### config.mk
export PLATFORM = sky130hd
export DESIGN_NAME = nsl_node_state
export DESIGN_NICKNAME = d
export VERILOG_FILES = /design/src/hdl/nsl_pkg.sv /design/src/hdl/nsl_led_pattern.sv /design/src/hdl/nsl_node_state.sv
export SDC_FILE = /design/constraint.sdc
export NUM_CORES = 1
export LEC_CHECK = 0
export BUFFER_PORTS_ARGS = -buffer_cell sky130_fd_sc_hd__clkbuf_2
export CAP_MARGIN = 20
export CORE_ASPECT_RATIO = 1.2
export CORE_MARGIN = 10
export CORE_UTILIZATION = 50
export CTS_CLUSTER_SIZE = 30
export DETAILED_ROUTE_END_ITERATION = 7
export GPL_ROUTABILITY_DRIVEN = 0
export PLACE_DENSITY = 0.68
export SLEW_MARGIN = 15
export SYNTH_ARGS = -nofsm -noshare
export SYNTH_HDL_FRONTEND = slang
export SYNTH_SLANG_ARGS = --single-unit
### constraint.sdc
create_clock -name core_clk_i -period 3.9 [get_ports core_clk_i]
set_input_delay 0.975 -clock core_clk_i [delete_from_list [all_inputs] [get_ports core_clk_i]]
set_output_delay 0.975 -clock core_clk_i [all_outputs]
set_load 0.03 [all_outputs]
### src/hdl/nsl_pkg.sv
// constants, state and pattern types for the node-state LED sequencer
// assumes a single 250 MHz core clock shared by every user of this package
// What this block does
// - green LED stays off while the interface is inactive.
// - managing node, inactive, no frame before timeout: go to preop one.
// - managing node seeing another node's frames before timeout never starts.
// - controlled node, inactive, no frame before timeout: go plain ethernet.
// - controlled node, inactive, frame seen before timeout: go to preop one.
// - green LED flickers near 10 Hz in plain ethernet state.
// - plain ethernet state runs the port as ordinary TCP/IP, no cyclic traffic.
// - managing node leaves plain ethernet only through an interface reset.
// - controlled node in plain ethernet goes to preop one on protocol frames.
// - preop one shows a single green flash once per second.
// - managing node in preop one runs reduced cycle, no cyclic traffic.
// - controlled node in preop one takes configuration, start-of-cycle moves to preop two.
// - controlled node lights red in preop one when the managing node failed.
package nsl_pkg;

  typedef enum logic [1:0] {
    inactive_state,
    plain_ethernet_state,
    preop_one_state,
    preop_two_state
  } nsl_state_e;

  typedef enum logic [1:0] {
    led_off,
    led_flicker,
    led_flash
  } nsl_led_e;

  localparam int unsigned CLK_MHZ          = 250;
  localparam int unsigned CYC_PER_MS       = CLK_MHZ * 1000;
  // flicker near 10 Hz: 50 ms on, 50 ms off
  localparam int unsigned FLICKER_HALF_MS  = 50;
  // single flash: 200 ms on within a 1000 ms period
  localparam int unsigned FLASH_ON_MS      = 200;
  localparam int unsigned FLASH_PERIOD_MS  = 1000;
  localparam int unsigned FLICKER_HALF_CYC = FLICKER_HALF_MS * CYC_PER_MS;
  localparam int unsigned FLASH_ON_CYC     = FLASH_ON_MS * CYC_PER_MS;
  localparam int unsigned FLASH_PERIOD_CYC = FLASH_PERIOD_MS * CYC_PER_MS;

  localparam int unsigned PRESCALE_W       = 28;
  localparam int unsigned TIMEOUT_W        = 32;

endpackage : nsl_pkg

### src/hdl/nsl_led_pattern.sv
// prescaled pattern generator for the green status LED
// assumes mode_i changes only together with a restart_i pulse
`timescale 1ns/1ps
module nsl_led_pattern #(
  parameter int unsigned FLICKER_HALF_CYC = nsl_pkg::FLICKER_HALF_CYC,
  parameter int unsigned FLASH_ON_CYC     = nsl_pkg::FLASH_ON_CYC,
  parameter int unsigned FLASH_PERIOD_CYC = nsl_pkg::FLASH_PERIOD_CYC
) (
  input  wire logic             core_clk_i,
  input  wire logic             reset_n_i,
  input  wire logic             clk_en_i,
  input  wire logic             restart_i,
  input  wire nsl_pkg::nsl_led_e mode_i,
  output logic                  led_o
);

  localparam logic [nsl_pkg::PRESCALE_W-1:0] HALF_LAST =
    nsl_pkg::PRESCALE_W'(FLICKER_HALF_CYC - 1);
  localparam logic [nsl_pkg::PRESCALE_W-1:0] ON_CNT =
    nsl_pkg::PRESCALE_W'(FLASH_ON_CYC);
  localparam logic [nsl_pkg::PRESCALE_W-1:0] PERIOD_LAST =
    nsl_pkg::PRESCALE_W'(FLASH_PERIOD_CYC - 1);

  logic [nsl_pkg::PRESCALE_W-1:0] cnt_q;
  logic [nsl_pkg::PRESCALE_W-1:0] cnt_d;
  logic                           flick_q;
  logic                           flick_d;
  logic                           led_d;
  wire                            cnt_wrap;

  assign cnt_wrap = (mode_i == nsl_pkg::led_flicker) ? (cnt_q == HALF_LAST)
                                                     : (cnt_q == PERIOD_LAST);
  // phase restarts on every state change so a pattern always opens cleanly
  assign cnt_d   = (restart_i || cnt_wrap) ? '0 : cnt_q + 1'b1;
  assign flick_d = restart_i ? 1'b1 : (cnt_wrap ? ~flick_q : flick_q);
  assign led_d   = (mode_i == nsl_pkg::led_flicker) ? flick_d :
                   (mode_i == nsl_pkg::led_flash)   ? (cnt_d < ON_CNT) :
                   1'b0;

  always_ff @(posedge core_clk_i or negedge reset_n_i) begin
    if (!reset_n_i) begin
      cnt_q   <= '0;
      flick_q <= 1'b0;
      led_o   <= 1'b0;
    end else if (clk_en_i) begin
      cnt_q   <= cnt_d;
      flick_q <= flick_d;
      led_o   <= led_d;
    end
  end

  chk_flicker_toggles: assert property (@(posedge core_clk_i) disable iff (!reset_n_i)
    clk_en_i && !restart_i && mode_i == nsl_pkg::led_flicker && cnt_wrap
    |=> led_o == !$past(flick_q))
    else $error("flicker did not toggle at prescaler wrap");

endmodule : nsl_led_pattern

### src/hdl/nsl_node_state.sv
// node-state sequencer with dual status LED for a real-time ethernet port
// assumes frame detection happens upstream and arrives as one-cycle pulses
`timescale 1ns/1ps
module nsl_node_state #(
  parameter int unsigned FLICKER_HALF_CYC = nsl_pkg::FLICKER_HALF_CYC,
  parameter int unsigned FLASH_ON_CYC     = nsl_pkg::FLASH_ON_CYC,
  parameter int unsigned FLASH_PERIOD_CYC = nsl_pkg::FLASH_PERIOD_CYC
) (
  input  wire logic                           core_clk_i,
  input  wire logic                           reset_n_i,
  input  wire logic                           clk_en_i,
  input  wire logic                           iface_reset_i,
  input  wire logic                           managing_node_i,
  input  wire logic [nsl_pkg::TIMEOUT_W-1:0]  timeout_cycles_i,
  input  wire logic                           proto_frame_i,
  input  wire logic                           soc_frame_i,
  input  wire logic                           mn_failed_i,
  output logic [1:0]                          state_o,
  output logic                                led_green_o,
  output logic                                led_red_o,
  output logic                                mn_halted_o,
  output logic                                tcp_ip_mode_o,
  output logic                                reduced_cycle_o,
  output logic                                accept_config_o,
  output logic                                cyclic_enable_o
);

  nsl_pkg::nsl_state_e             state_q;
  nsl_pkg::nsl_state_e             state_d;
  logic [nsl_pkg::TIMEOUT_W-1:0]   tmo_cnt_q;
  logic [nsl_pkg::TIMEOUT_W-1:0]   tmo_cnt_d;
  logic                            halted_q;
  logic                            halted_d;
  logic                            red_q;
  logic                            red_d;
  logic                            tcp_q;
  logic                            reduced_q;
  logic                            accept_q;
  logic                            cyclic_q;
  nsl_pkg::nsl_led_e               led_mode;
  wire                             is_mn;
  wire                             is_cn;
  wire                             in_inactive;
  wire                             in_plain;
  wire                             in_preop1;
  wire                             in_preop2;
  wire                             tmo_expired;
  wire                             watching;
  wire                             state_change;

  assign is_mn       = managing_node_i;
  assign is_cn       = !managing_node_i;
  assign in_inactive = (state_q == nsl_pkg::inactive_state);
  assign in_plain    = (state_q == nsl_pkg::plain_ethernet_state);
  assign in_preop1   = (state_q == nsl_pkg::preop_one_state);
  assign in_preop2   = (state_q == nsl_pkg::preop_two_state);

  // the window stays open only while inactive and not yet halted
  assign watching    = in_inactive && !halted_q;
  assign tmo_expired = (tmo_cnt_q >= timeout_cycles_i);

  // counter stops once expired so a long stay cannot wrap it round
  assign tmo_cnt_d = iface_reset_i ? '0 :
                     (watching && !tmo_expired) ? tmo_cnt_q + 1'b1 :
                     tmo_cnt_q;

  // a frame seen in the same cycle as expiry wins: it arrived in time
  always_comb begin
    state_d  = state_q;
    halted_d = halted_q;
    if (iface_reset_i) begin
      state_d  = nsl_pkg::inactive_state;
      halted_d = 1'b0;
    end else begin
      unique case (state_q)
        nsl_pkg::inactive_state: begin
          if (watching && is_mn) begin
            if (proto_frame_i) begin
              halted_d = 1'b1;
            end else if (tmo_expired) begin
              state_d = nsl_pkg::preop_one_state;
            end
          end else if (watching && is_cn) begin
            if (proto_frame_i) begin
              state_d = nsl_pkg::preop_one_state;
            end else if (tmo_expired) begin
              state_d = nsl_pkg::plain_ethernet_state;
            end
          end
        end
        nsl_pkg::plain_ethernet_state: begin
          // managing node holds here until the interface is reset
          if (is_cn && proto_frame_i) begin
            state_d = nsl_pkg::preop_one_state;
          end
        end
        nsl_pkg::preop_one_state: begin
          if (is_cn && soc_frame_i) begin
            state_d = nsl_pkg::preop_two_state;
          end
        end
        nsl_pkg::preop_two_state: begin
          state_d = nsl_pkg::preop_two_state;
        end
      endcase
    end
  end

  assign state_change = (state_d != state_q);

  // mode follows the next state so the pattern opens on the edge that restarts it
  assign led_mode = (state_d == nsl_pkg::plain_ethernet_state) ? nsl_pkg::led_flicker :
                    (state_d == nsl_pkg::preop_one_state ||
                     state_d == nsl_pkg::preop_two_state) ? nsl_pkg::led_flash :
                    nsl_pkg::led_off;

  // red only meaningful to a controlled node waiting on its manager
  assign red_d = is_cn && (state_d == nsl_pkg::preop_one_state) && mn_failed_i;

  always_ff @(posedge core_clk_i or negedge reset_n_i) begin
    if (!reset_n_i) begin
      state_q   <= nsl_pkg::inactive_state;
      tmo_cnt_q <= '0;
      halted_q  <= 1'b0;
      red_q     <= 1'b0;
    end else if (clk_en_i) begin
      state_q   <= state_d;
      tmo_cnt_q <= tmo_cnt_d;
      halted_q  <= halted_d;
      red_q     <= red_d;
    end
  end

  // mode flags registered from the next state so they line up with state_o
  always_ff @(posedge core_clk_i or negedge reset_n_i) begin
    if (!reset_n_i) begin
      tcp_q     <= 1'b0;
      reduced_q <= 1'b0;
      accept_q  <= 1'b0;
      cyclic_q  <= 1'b0;
    end else if (clk_en_i) begin
      tcp_q     <= (state_d == nsl_pkg::plain_ethernet_state);
      reduced_q <= is_mn && (state_d == nsl_pkg::preop_one_state);
      accept_q  <= is_cn && (state_d == nsl_pkg::preop_one_state);
      cyclic_q  <= (state_d == nsl_pkg::preop_two_state);
    end
  end

  nsl_led_pattern #(
    .FLICKER_HALF_CYC (FLICKER_HALF_CYC),
    .FLASH_ON_CYC     (FLASH_ON_CYC),
    .FLASH_PERIOD_CYC (FLASH_PERIOD_CYC)
  ) u_green (
    .core_clk_i (core_clk_i),
    .reset_n_i  (reset_n_i),
    .clk_en_i   (clk_en_i),
    .restart_i  (state_change),
    .mode_i     (led_mode),
    .led_o      (led_green_o)
  );

  assign state_o         = state_q;
  assign led_red_o       = red_q;
  assign mn_halted_o     = halted_q;
  assign tcp_ip_mode_o   = tcp_q;
  assign reduced_cycle_o = reduced_q;
  assign accept_config_o = accept_q;
  assign cyclic_enable_o = cyclic_q;

  chk_green_off_inactive: assert property (
    @(posedge core_clk_i) disable iff (!reset_n_i)
    in_inactive |-> !led_green_o)
    else $error("green LED lit while inactive");

  chk_mn_timeout_preop: assert property (
    @(posedge core_clk_i) disable iff (!reset_n_i)
    clk_en_i && !iface_reset_i && is_mn && watching && !proto_frame_i && tmo_expired
    |=> state_q == nsl_pkg::preop_one_state)
    else $error("managing node missed preop one after timeout");

  chk_mn_not_started: assert property (
    @(posedge core_clk_i) disable iff (!reset_n_i)
    clk_en_i && !iface_reset_i && is_mn && watching && proto_frame_i
    |=> halted_q && in_inactive ##1 (in_inactive || !$past(clk_en_i) || $past(iface_reset_i)))
    else $error("managing node started despite foreign traffic");

  chk_cn_timeout_plain: assert property (
    @(posedge core_clk_i) disable iff (!reset_n_i)
    clk_en_i && !iface_reset_i && is_cn && watching && !proto_frame_i && tmo_expired
    |=> in_plain ##1 (!led_green_o || in_plain))
    else $error("controlled node missed plain ethernet after timeout");

  chk_cn_frame_preop: assert property (
    @(posedge core_clk_i) disable iff (!reset_n_i)
    clk_en_i && !iface_reset_i && is_cn && watching && proto_frame_i
    |=> in_preop1 && accept_config_o)
    else $error("controlled node ignored frame in inactive state");

  chk_tcp_mode_flag: assert property (
    @(posedge core_clk_i) disable iff (!reset_n_i)
    tcp_ip_mode_o |-> in_plain && !cyclic_enable_o)
    else $error("tcp mode flag out of step with state");

  chk_mn_plain_holds: assert property (
    @(posedge core_clk_i) disable iff (!reset_n_i)
    in_plain && is_mn && !iface_reset_i |=> in_plain || $past(!managing_node_i))
    else $error("managing node left plain ethernet without reset");

  chk_cn_plain_exit: assert property (
    @(posedge core_clk_i) disable iff (!reset_n_i)
    clk_en_i && in_plain && is_cn && proto_frame_i && !iface_reset_i
    |=> in_preop1 ##1 !tcp_ip_mode_o || !clk_en_i)
    else $error("controlled node stayed in plain ethernet on frame");

  chk_mn_reduced: assert property (
    @(posedge core_clk_i) disable iff (!reset_n_i)
    clk_en_i && is_mn && state_d == nsl_pkg::preop_one_state
    |=> reduced_cycle_o && !cyclic_enable_o)
    else $error("managing node preop one without reduced cycle");

  chk_cn_soc_preop2: assert property (
    @(posedge core_clk_i) disable iff (!reset_n_i)
    clk_en_i && in_preop1 && is_cn && soc_frame_i && !iface_reset_i
    |=> in_preop2 && cyclic_enable_o && !accept_config_o)
    else $error("start of cycle did not reach preop two");

  chk_red_mn_failed: assert property (
    @(posedge core_clk_i) disable iff (!reset_n_i)
    clk_en_i && is_cn && in_preop1 && mn_failed_i && !soc_frame_i && !iface_reset_i
    |=> led_red_o)
    else $error("red LED dark with failed managing node");

  chk_timeout_restart: assert property (
    @(posedge core_clk_i) disable iff (!reset_n_i)
    clk_en_i && iface_reset_i |=> tmo_cnt_q == '0 && in_inactive && !halted_q)
    else $error("timeout counter not restarted by interface reset");

  chk_flash_first_on: assert property (
    @(posedge core_clk_i) disable iff (!reset_n_i)
    clk_en_i && in_inactive && state_d == nsl_pkg::preop_one_state
    |=> led_green_o)
    else $error("single flash did not open with the LED lit");

endmodule : nsl_node_state

# ---- Yosys cells after proc, flatten, opt, wreduce, memory -nomap -nowiden
# Cells that the tools add are included.
dict set report classes {
  add_sub_neg 2
  mul 0
  div 0
  n_lt_le_gt_ge 2
  n_eq_ne 11
  shift 0
  mux 24
  n_bitwise 1
  reduce_logical 21
}
# operator count
set ops {}
lappend ops {{2-to-1 mux 32 bit} 2}
lappend ops {{adder 32 x 1 -> 32 bit (second input constant)} 1}
lappend ops {{greater-or-equal comparator 32 bit} 1}
lappend ops {{adder 28 x 1 -> 28 bit (second input constant)} 1}
lappend ops {{== test 28 x 24 -> 1 bit (second input constant)} 1}
lappend ops {{== test 28 bit (second input constant)} 1}
lappend ops {{< comparator 28 x 26 -> 1 bit (second input constant)} 1}
lappend ops {{2-to-1 mux 28 bit} 1}
lappend ops {{2-to-1 mux 2 bit} 11}
lappend ops {{== test 2 bit (second input constant)} 5}
lappend ops {{logical AND 1 bit} 9}
lappend ops {{2-to-1 mux 1 bit} 9}
lappend ops {{case mux 2 bit (4 select lines)} 1}
lappend ops {{nonzero test 2 bit} 4}
lappend ops {{== test 2 x 1 -> 1 bit (second input constant)} 3}
lappend ops {{AND reduction 4 bit} 1}
lappend ops {{logical NOT 1 bit} 3}
lappend ops {{logical NOT 2 bit} 1}
lappend ops {{logical OR 1 bit} 2}
lappend ops {{!= test 2 bit} 1}
lappend ops {{AND reduction 2 bit} 1}
lappend ops {{NOT 1 bit} 1}
dict set report word_totals {
  register_bits 70
  latchBits 0
  mem_bits_rw 0
  rom_bits 0
  inputBits 40
  output_inout_bits 9
  elab_cells 72
  memories 0
}

# ---- Logic depth before layout (Yosys ltp)
# Gate-level depths: netlist of the first run.
dict set report depth {
  depth_word 18
  ltp_mapped 13
}

# ---- Hierarchy
# Synthesis of the first run repeated with hierarchy kept, for this count alone.
dict set report hier_totals {
  hier_cells 658
  area_unflattened_um2 5470.2
}
# mod instances cells_per_inst area_each_um2
set modules_own_cells {}
lappend modules_own_cells {nsl_node_state 1 390 3250.6}
lappend modules_own_cells {nsl_led_pattern 1 268 2219.6}

# ---- Least setup slack after synthesis of the first run
# Ideal clock, no wire load.
dict set report synth_path {
  path_type {input to register}
  from {input port timeout_cycles_i[0] in the netlist's numbering}
  to {register u_green.cnt_q[23] in the netlist's numbering}
  setup_ps 69
  t_arrival_ps 3501
  required_ps 3831
  setup_slack_ps 330
  path_stages 11
  n_path_buf 1
  cell_sequence {ha_1 nand2b_4 a2111oi_4 nor3_2 o31ai_4 a31o_4 o211ai_4 or3_1 buf_2 or4_1 nand3_1}
}
dict set report synth_between {
  elab_chain_len 15
  elab_cells_between_ends 20
  classes_between {order compare: 1; eq/ne: 5; mux: 12; reduce/logical: 2}
}
# item line
set synth_lines {}
lappend synth_lines {{start, declared} nsl_node_state.sv:14} ;# input wire logic [nsl_pkg::TIMEOUT_W-1:0] timeout_cycles_i,
lappend synth_lines {{greater-or-equal comparator 32 bit (*)} nsl_node_state.sv:60} ;# assign tmo_expired = (tmo_cnt_q >= timeout_cycles_i);
lappend synth_lines {{2-to-1 mux 2 bit} nsl_node_state.sv:86} ;# end else if (tmo_expired) begin
lappend synth_lines {{2-to-1 mux 2 bit} nsl_node_state.sv:84} ;# if (proto_frame_i) begin
lappend synth_lines {{2-to-1 mux 2 bit} nsl_node_state.sv:83} ;# end else if (watching && is_cn) begin
lappend synth_lines {{2-to-1 mux 2 bit (*)} nsl_node_state.sv:77} ;# if (watching && is_mn) begin
lappend synth_lines {{case mux 2 bit (4 select lines) (*)} nsl_node_state.sv:75} ;# unique case (state_q)
lappend synth_lines {{2-to-1 mux 2 bit (*)} nsl_node_state.sv:71} ;# if (iface_reset_i) begin
lappend synth_lines {{== test 2 bit, on equally long branches} {nsl_node_state.sv:113, nsl_node_state.sv:114}}
lappend synth_lines {{logical OR 1 bit} nsl_node_state.sv:113} ;# (state_d == nsl_pkg::preop_one_state ||
lappend synth_lines {{2-to-1 mux 2 bit} nsl_node_state.sv:114} ;# state_d == nsl_pkg::preop_two_state) ? nsl_pkg::led_flash :
lappend synth_lines {{2-to-1 mux 2 bit} nsl_node_state.sv:112} ;# assign led_mode = (state_d == nsl_pkg::plain_ethernet_state) ? nsl_pkg::led_flicker :
lappend synth_lines {{== test 2 x 1 -> 1 bit} nsl_led_pattern.sv:31} ;# assign cnt_wrap = (mode_i == nsl_pkg::led_flicker) ? (cnt_q == HALF_LAST)
lappend synth_lines {{2-to-1 mux 1 bit} nsl_led_pattern.sv:31}
lappend synth_lines {{logical OR 1 bit (*)} nsl_led_pattern.sv:34} ;# assign cnt_d = (restart_i || cnt_wrap) ? '0 : cnt_q + 1'b1;
lappend synth_lines {{2-to-1 mux 28 bit (*)} nsl_led_pattern.sv:34}
lappend synth_lines {{end signal, assigned} nsl_led_pattern.sv:46} ;# cnt_q <= cnt_d;
lappend synth_lines {{end, declared} nsl_led_pattern.sv:24} ;# logic [nsl_pkg::PRESCALE_W-1:0] cnt_q;
# Mark *: on every way between the ends. The rest lies on a longest branch, timed or not.
# A chain may end at the register's enable or synchronous reset.

# ---- Worst setup path in the final report of the first run
dict set report layout_path {
  from {input port timeout_cycles_i[11] in the netlist's numbering}
  to {register u_green.cnt_q[23] in the netlist's numbering}
}
# The elaborated chain is that of the path after synthesis.

==> out/metrics.cfg, run 1 <==
[clocking]
cts_buffer_depth = 2
holdBufCountCts = 0
cts_setup_buffers = 0
cts_sinks = 70
cts_tree = built
cts_resized = 0
clk_pin_slew_worst_paths_ns = 0.06
ctsRootBufferMaster = clkbuf_16
numCtsBuffers = 9
clk_latency_ns = 0.35
htreeDepth = 3

[synth]
synth.area.top_cells = dfrtp_1 (35%), ha_1 (8.6%), nor2_1 (4.2%), inv_1 (4.2%), nand3_1 (4.0%)
synth_ff_type = dfrtp_1
yosysTopAreaCellShare_pct = 35.3
synth.yosys.warnings = 0
synth_edf_count = 0
ys_seq_elements = 70
synthArstFlopShare_pct = 100
syn_avg_cell_area_um2 = 8.35
synth_nets = 669
seq_area_frac_synth_pct = 35.3
synth_top_area_cell = dfrtp_1
netlist_area_um2 = 4970
ys_types = 63
syn-instance-count = 595

[worst_setup_path]
crit_slowest_cell = or3_1
critPathBufInv = 2
r2r_slack_ns = 0.64
crit_chain = clkbuf_2, inv_1, ha_1, a21oi_1, o21a_1, o221ai_1, o31ai_4, a31o_4, o211ai_4, or3_1, or4_1, nand3_1
worstReg2RegStart = tmo_cnt_q[0]
critPathMaxStageDelay_ns = 0.53
reg2reg_depth = 11
endpoint_kind = flop
critical_path_class = input port to flop
crit_fanout = 8
startpoint_type = input port
arrival_ns = 3.77
cp.required_ns = 4.18
reg2reg_to = u_green.cnt_q[23]
crit_family = compound AO/OA/AOI/OAI gates

[routing]
wl_met2_um = 6580
post_drt_via_cell_ratio = 5.93
dr_wl_met3_um = 476
wire_per_inst_um = 16.4
met1Wirelength_um = 5290
drt-pass1-iter-count = 4
routed_wl_um = 12700
drtIter0Drc = 286
vias = 4594
top_layer = met4
ant_nets = 0
drc_errors = 0

[sta]
fin_crit_sh_pct = 89.4
finalMaxSlewViolations = 0
max_freq_mhz = 287
maxSlewHeadroom_pct = 48.8
min_period_ns = 3.49
tightestPinTransition_ns = 0.768
fin_ws_ns = 0.414
final.setup.tns_ns = 0
hold_viol_final = 0
setup_violations = 0
fin_worst_skew_ns = 0.00854
rsz0062_at_grt = no

[pwr]
ir_worst_vdd_mv = 0.256
p_leak_nw = 2.64
finalPower_mw = 2.00
power_density_nw_per_um2 = 349

[cells_and_area]
n_antenna_cell = 0
area_delta_synth_final_pct = 15.1
layout_common_cells = dfrtp_1 (70), nor2_1 (56), inv_1 (55), clkbuf_2 (47), nand2_1 (45)
mostFrequentLayoutCell = dfrtp_1
final_nets = 722
layout-drive-gt1-share_pct = 15.2
fillers = 846

[global_route]
antenna_found_initial = 0
overflow = 0
grt_pass1_vias = 4631
track_usage_pct = 18.0
grt_pass1_wl_um = 21800
grt_max_degree = 32

[die]
die_y_um = 129
core_area_um2 = 9610
die_width_um = 111
rows = 39
die_area_um2 = 14300
start_util_pct = 51.7
ios = 49

[worst_hold_path]
hold_end = cyclic_enable_o
hold_path.class = flop to flop
hp-start = cyclic_enable_o
hold_path_depth = 1

[placed_design]
post-dp-hpwl_um = 9540
numPortBuffers = 48
pre_cts_ws_ns = 0.0377

[run_status]
status = complete, no violations

[run]
cap_violations = 0

[worst max path at each step]
stage	start	endpoint	slack, ns	cells past startpoint
after global placement	timeout_cycles_i[0]	u_green.cnt_q[23]	0.11	11
after detailed placement	timeout_cycles_i[11]	u_green.cnt_q[23]	0.04	12
after global routing	timeout_cycles_i[11]	u_green.cnt_q[23]	0.21	12
final	timeout_cycles_i[11]	u_green.cnt_q[23]	0.41	12
after floorplan	timeout_cycles_i[0]	u_green.cnt_q[23]	0.33	11
after CTS	timeout_cycles_i[11]	u_green.cnt_q[23]	0.39	12
[cells in the mapped netlist, types with 2 or more instances]
master,number
a211oi_1,2
a21oi_1,38
nor2b_1,2
nor3_2,2
ha_1,34
mux2i_1,5
nor2_1,56
or4_1,3
nand2_1,45
nand3_1,40
dfrtp_1,70
inv_1,55
nand4_1,25
a211o_1,2
and3_1,9
mux2_2,3
clkbuf_1,20
a22o_1,7
nand2b_1,2
and4_1,3
o22ai_1,2
xor2_1,16
o21ai_0,37
a31o_2,2
o2bb2ai_1,8
a41oi_1,2
a21o_1,5
o221ai_1,2
xnor2_1,9
buf_2,3
and2_1,6
nor3_1,23
or3_1,13
nor4_1,10
a31oi_1,4
o21a_1,3
[state kept, by name, indices dropped and copies added, names as in the netlist]
register         flops
u_green.cnt_q       28
cyclic_enable_o      1
u_green.led_o        1
accept_config_o      1
tmo_cnt_q           32
u_green.flick_q      1
reduced_cycle_o      1
mn_halted_o          1
led_red_o            1
state_o              2
tcp_ip_mode_o        1
[through the flow]
| stage | utilization (%) | cell area (um2) | hold slack [ns] | cells |
|---|---|---|---|---|
| floorplan | - | 4970 | 0.498 | 595 |
| global placement | 56.3 | 5410 | 0.466 | 760 |
| detailed placement | 56.3 | 5410 | 0.477 | 760 |
| CTS | 59.5 | 5720 | 0.489 | 775 |
| global route | 59.5 | 5720 | 0.512 | 775 |
| finish | 59.5 | 5720 | 0.485 | 775 |
[logic make-up after synthesis]
group / count (synthesis) / synth area share, %
multiplexers: 8 / 1.69
XOR/XNOR: 25 / 4.41
flip-flops: 70 / 35.3
adder cells (fa/ha/maj): 34 / 8.57
AND/OR/NAND/NOR: 247 / 25.6
buffers and inverters: 80 / 6.12
AO/OA/AOI/OAI: 131 / 18.3
[layout make-up]
cell class,instances,area (um2),area share [%]
Clock buffer,10,229,4.00
Multi-Input combinational cell,445,2910,50.9
Inverter,56,210,3.68
Sequential cell,70,1750,30.6
Timing Repair Buffer,66,388,6.78
Clock inverter,5,75.1,1.31
Tap cell,123,154,2.69
[per-layer routing]
| layer | global-route usage [%] | vias to the layer above |
|---|---|---|
| met5 | 0 | - |
| met4 | 9.51 | 0 |
| met3 | 2.95 | 27 |
| met2 | 32.6 | 95 |
| met1 | 19.9 | 2225 |
| li1 | - | 2247 |
[where the power goes]
part	internal (mW)	switching [mW]	total (mW)
combinational	0.129	0.163	0.292
clock	0.553	0.323	0.876
sequential	0.765	0.0643	0.829
total	1.45	0.550	2.00
Power figures use the tool's default switching activity.
==> inputs of run 2 (changes only) <==
--- a/config.mk
+++ b/config.mk
@@ -9,11 +9,11 @@
 export CAP_MARGIN = 20
 export CORE_ASPECT_RATIO = 1.2
 export CORE_MARGIN = 10
-export CORE_UTILIZATION = 50
+export CORE_UTILIZATION = 35
 export CTS_CLUSTER_SIZE = 30
 export DETAILED_ROUTE_END_ITERATION = 7
 export GPL_ROUTABILITY_DRIVEN = 0
-export PLACE_DENSITY = 0.68
+export PLACE_DENSITY_LB_ADDON = 0.25
 export SLEW_MARGIN = 15
 export SYNTH_ARGS = -nofsm -noshare
 export SYNTH_HDL_FRONTEND = slang
==> out/metrics.cfg, run 2 (same netlist as run 1, synthesis figures left out) <==
[clocking]
cts_resized = 0  ; unchanged
ctsRootBufferMaster = clkbuf_16  ; unchanged
clk_pin_slew_worst_paths_ns = 0.06  ; about the same
holdBufCountCts = 0  ; unchanged
cts_sinks = 70  ; unchanged
cts_buffer_depth = 2  ; unchanged
cts_tree = built  ; unchanged
clk_latency_ns = 0.35  ; about the same
cts_setup_buffers = 0  ; unchanged
numCtsBuffers = 9  ; unchanged
htreeDepth = 3  ; unchanged

[routing]
met1Wirelength_um = 5630  ; was 5290 um
vias = 4550  ; was 4594
wl_met2_um = 6190  ; was 6580 um
top_layer = met4  ; unchanged
wire_per_inst_um = 15.5  ; was 16.4 um
drtIter0Drc = 262  ; was 286
post_drt_via_cell_ratio = 5.52  ; was 5.93
routed_wl_um = 12800  ; was 12700 um
drt-pass1-iter-count = 5  ; was 4
drc_errors = 0  ; unchanged
dr_wl_met3_um = 583  ; was 476 um
ant_nets = 0  ; unchanged

[global_route]
grt_max_degree = 71  ; was 32
antenna_found_initial = 0  ; unchanged
track_usage_pct = 13.6  ; was 18.0%
grt_pass1_wl_um = 21600  ; was 21800 um
grt_pass1_vias = 4534  ; was 4631
overflow = 0  ; unchanged

[pwr]
p_leak_nw = 2.64  ; about the same
ir_worst_vdd_mv = 0.137  ; was 0.256 mV
power_density_nw_per_um2 = 336  ; was 349 nW/um2

[placed_design]
post-dp-hpwl_um = 9510  ; was 9540 um
numPortBuffers = 48  ; unchanged

[worst_setup_path]
crit_chain = clkbuf_2, inv_1, ha_1, a21oi_1, o21a_1, o221ai_1, o31ai_4, nand3_1, buf_4, a211oi_2, nand2_1, or3_1, a21oi_1  ; was clkbuf_2, inv_1, ha_1, a21oi_1, o21a_1, o221ai_1, o31ai_4, a31o_4, o211ai_4, or3_1, or4_1, nand3_1
arrival_ns = 3.75  ; was 3.77 ns
r2r_slack_ns = 0.68  ; was 0.64 ns
crit_fanout = 11  ; was 8
cp.required_ns = 4.17  ; was 4.18 ns
startpoint_type = input port  ; unchanged
crit_slowest_cell = o31ai_4  ; was or3_1
critical_path_class = input port to flop  ; unchanged
critPathMaxStageDelay_ns = 0.44  ; was 0.53 ns
crit_path_frequent_cell = a21oi_1
endpoint_kind = flop  ; unchanged

[run_status]
status = complete, no violations  ; unchanged

[cells_and_area]
seqCellArea_um2 = 1750  ; unchanged
multi_input_area_um2 = 2910  ; unchanged
fillers = 1414  ; was 846
final_util_pct = 41.7  ; was 59.5%
mostFrequentLayoutCell = dfrtp_1  ; unchanged
layout_common_cells = dfrtp_1 (70), nor2_1 (56), inv_1 (55), clkbuf_2 (47), nand2_1 (45)  ; unchanged
n_antenna_cell = 0  ; unchanged
largest_reg_flops = 32  ; unchanged
area_delta_synth_final_pct = 16.5  ; was 15.1%
layout-drive-gt1-share_pct = 15.3  ; was 15.2%
final_nets = 723  ; was 722
largest_register = tmo_cnt_q  ; unchanged

[sta]
fin_worst_skew_ns = 0.00667  ; was 0.00854 ns
min_period_ns = 3.48  ; was 3.49 ns
whs_ns = 0.486  ; was 0.485 ns
final.setup.tns_ns = 0  ; unchanged
fin_crit_sh_pct = 89.1  ; was 89.4%
max_freq_mhz = 288  ; was 287 MHz
maxSlewHeadroom_pct = 62.7  ; was 48.8%
rsz0062_at_grt = no  ; unchanged
finalMaxSlewViolations = 0  ; unchanged
tightestPinTransition_ns = 0.556  ; was 0.768 ns
setup_violations = 0  ; unchanged
hold_viol_final = 0  ; unchanged

[die]
start_util_pct = 35.8  ; was 51.7%
die_area_um2 = 19400  ; was 14300 um2
ios = 49  ; unchanged
rows = 47  ; was 39
die_y_um = 150  ; was 129 um
core_area_um2 = 13900  ; was 9610 um2
die_width_um = 129  ; was 111 um

[worst_hold_path]
hold_path.class = flop to flop  ; unchanged

[run]
cap_violations = 0  ; unchanged

==> run 2: layout make-up <==
type,count,area share (%)
multi-input cells,445,50.3
flip-flops and latches,70,30.3
clock inverters,4,0.822
well taps,171,3.70
inverters,56,3.63
clock buffers,11,4.20
repair buffers,67,7.05
==> run 2: path summary, 6_finish.rpt <==
check,from,depth (start not counted),to
worst max-delay path,timeout_cycles_i[11],13,tmo_cnt_q[30]
min in group asynchronous,reset_n_i,2,tmo_cnt_q[12]
worst max register to register,tmo_cnt_q[0],12,tmo_cnt_q[30]
worst min-delay path,cyclic_enable_o,1,cyclic_enable_o
max in group asynchronous,reset_n_i,2,reduced_cycle_o
worst min register to register,cyclic_enable_o,1,cyclic_enable_o
==> run 2: worst max-delay path, delay by kind of cell <==
| family | cells | cell delay (ns) |
|---|---|---|
| AO/OA/AOI/OAI | 6 | 1.45 |
| AND/OR/NAND/NOR | 3 | 0.70 |
| buffers and inverters | 3 | 0.32 |
| adder cells (fa/ha/maj) | 1 | 0.31 |
==> run 2: report_power, final <==
group          switching, mW  internal, mW  total (mW)
registers             0.0608         0.765       0.825
logic                  0.165         0.130       0.295
clock network          0.318         0.507       0.824
total                  0.544          1.40        1.94
==> run 2: routing by layer <==
layer | vias up | track usage, %
met3 | 26 | 2.39
met2 | 91 | 23.5
met5 | - | 0
met4 | 0 | 7.06
li1 | 2253 | -
met1 | 2180 | 15.7
==> run 2: stage by stage <==
step / instances / power (mW) / instance area (um2) / worst slack [ns]
4_1_cts: 824 / 1.97 / 5780 / 0.427
6_report: 824 / 1.94 / 5780 / 0.425
5_1_grt: 824 / 2.04 / 5780 / 0.236
2_1_floorplan: 595 / 1.02 / 4970 / 0.330
3_3_place_gp: 809 / 1.12 / 5490 / 0.150
3_5_place_dp: 809 / 1.13 / 5490 / 0.0727
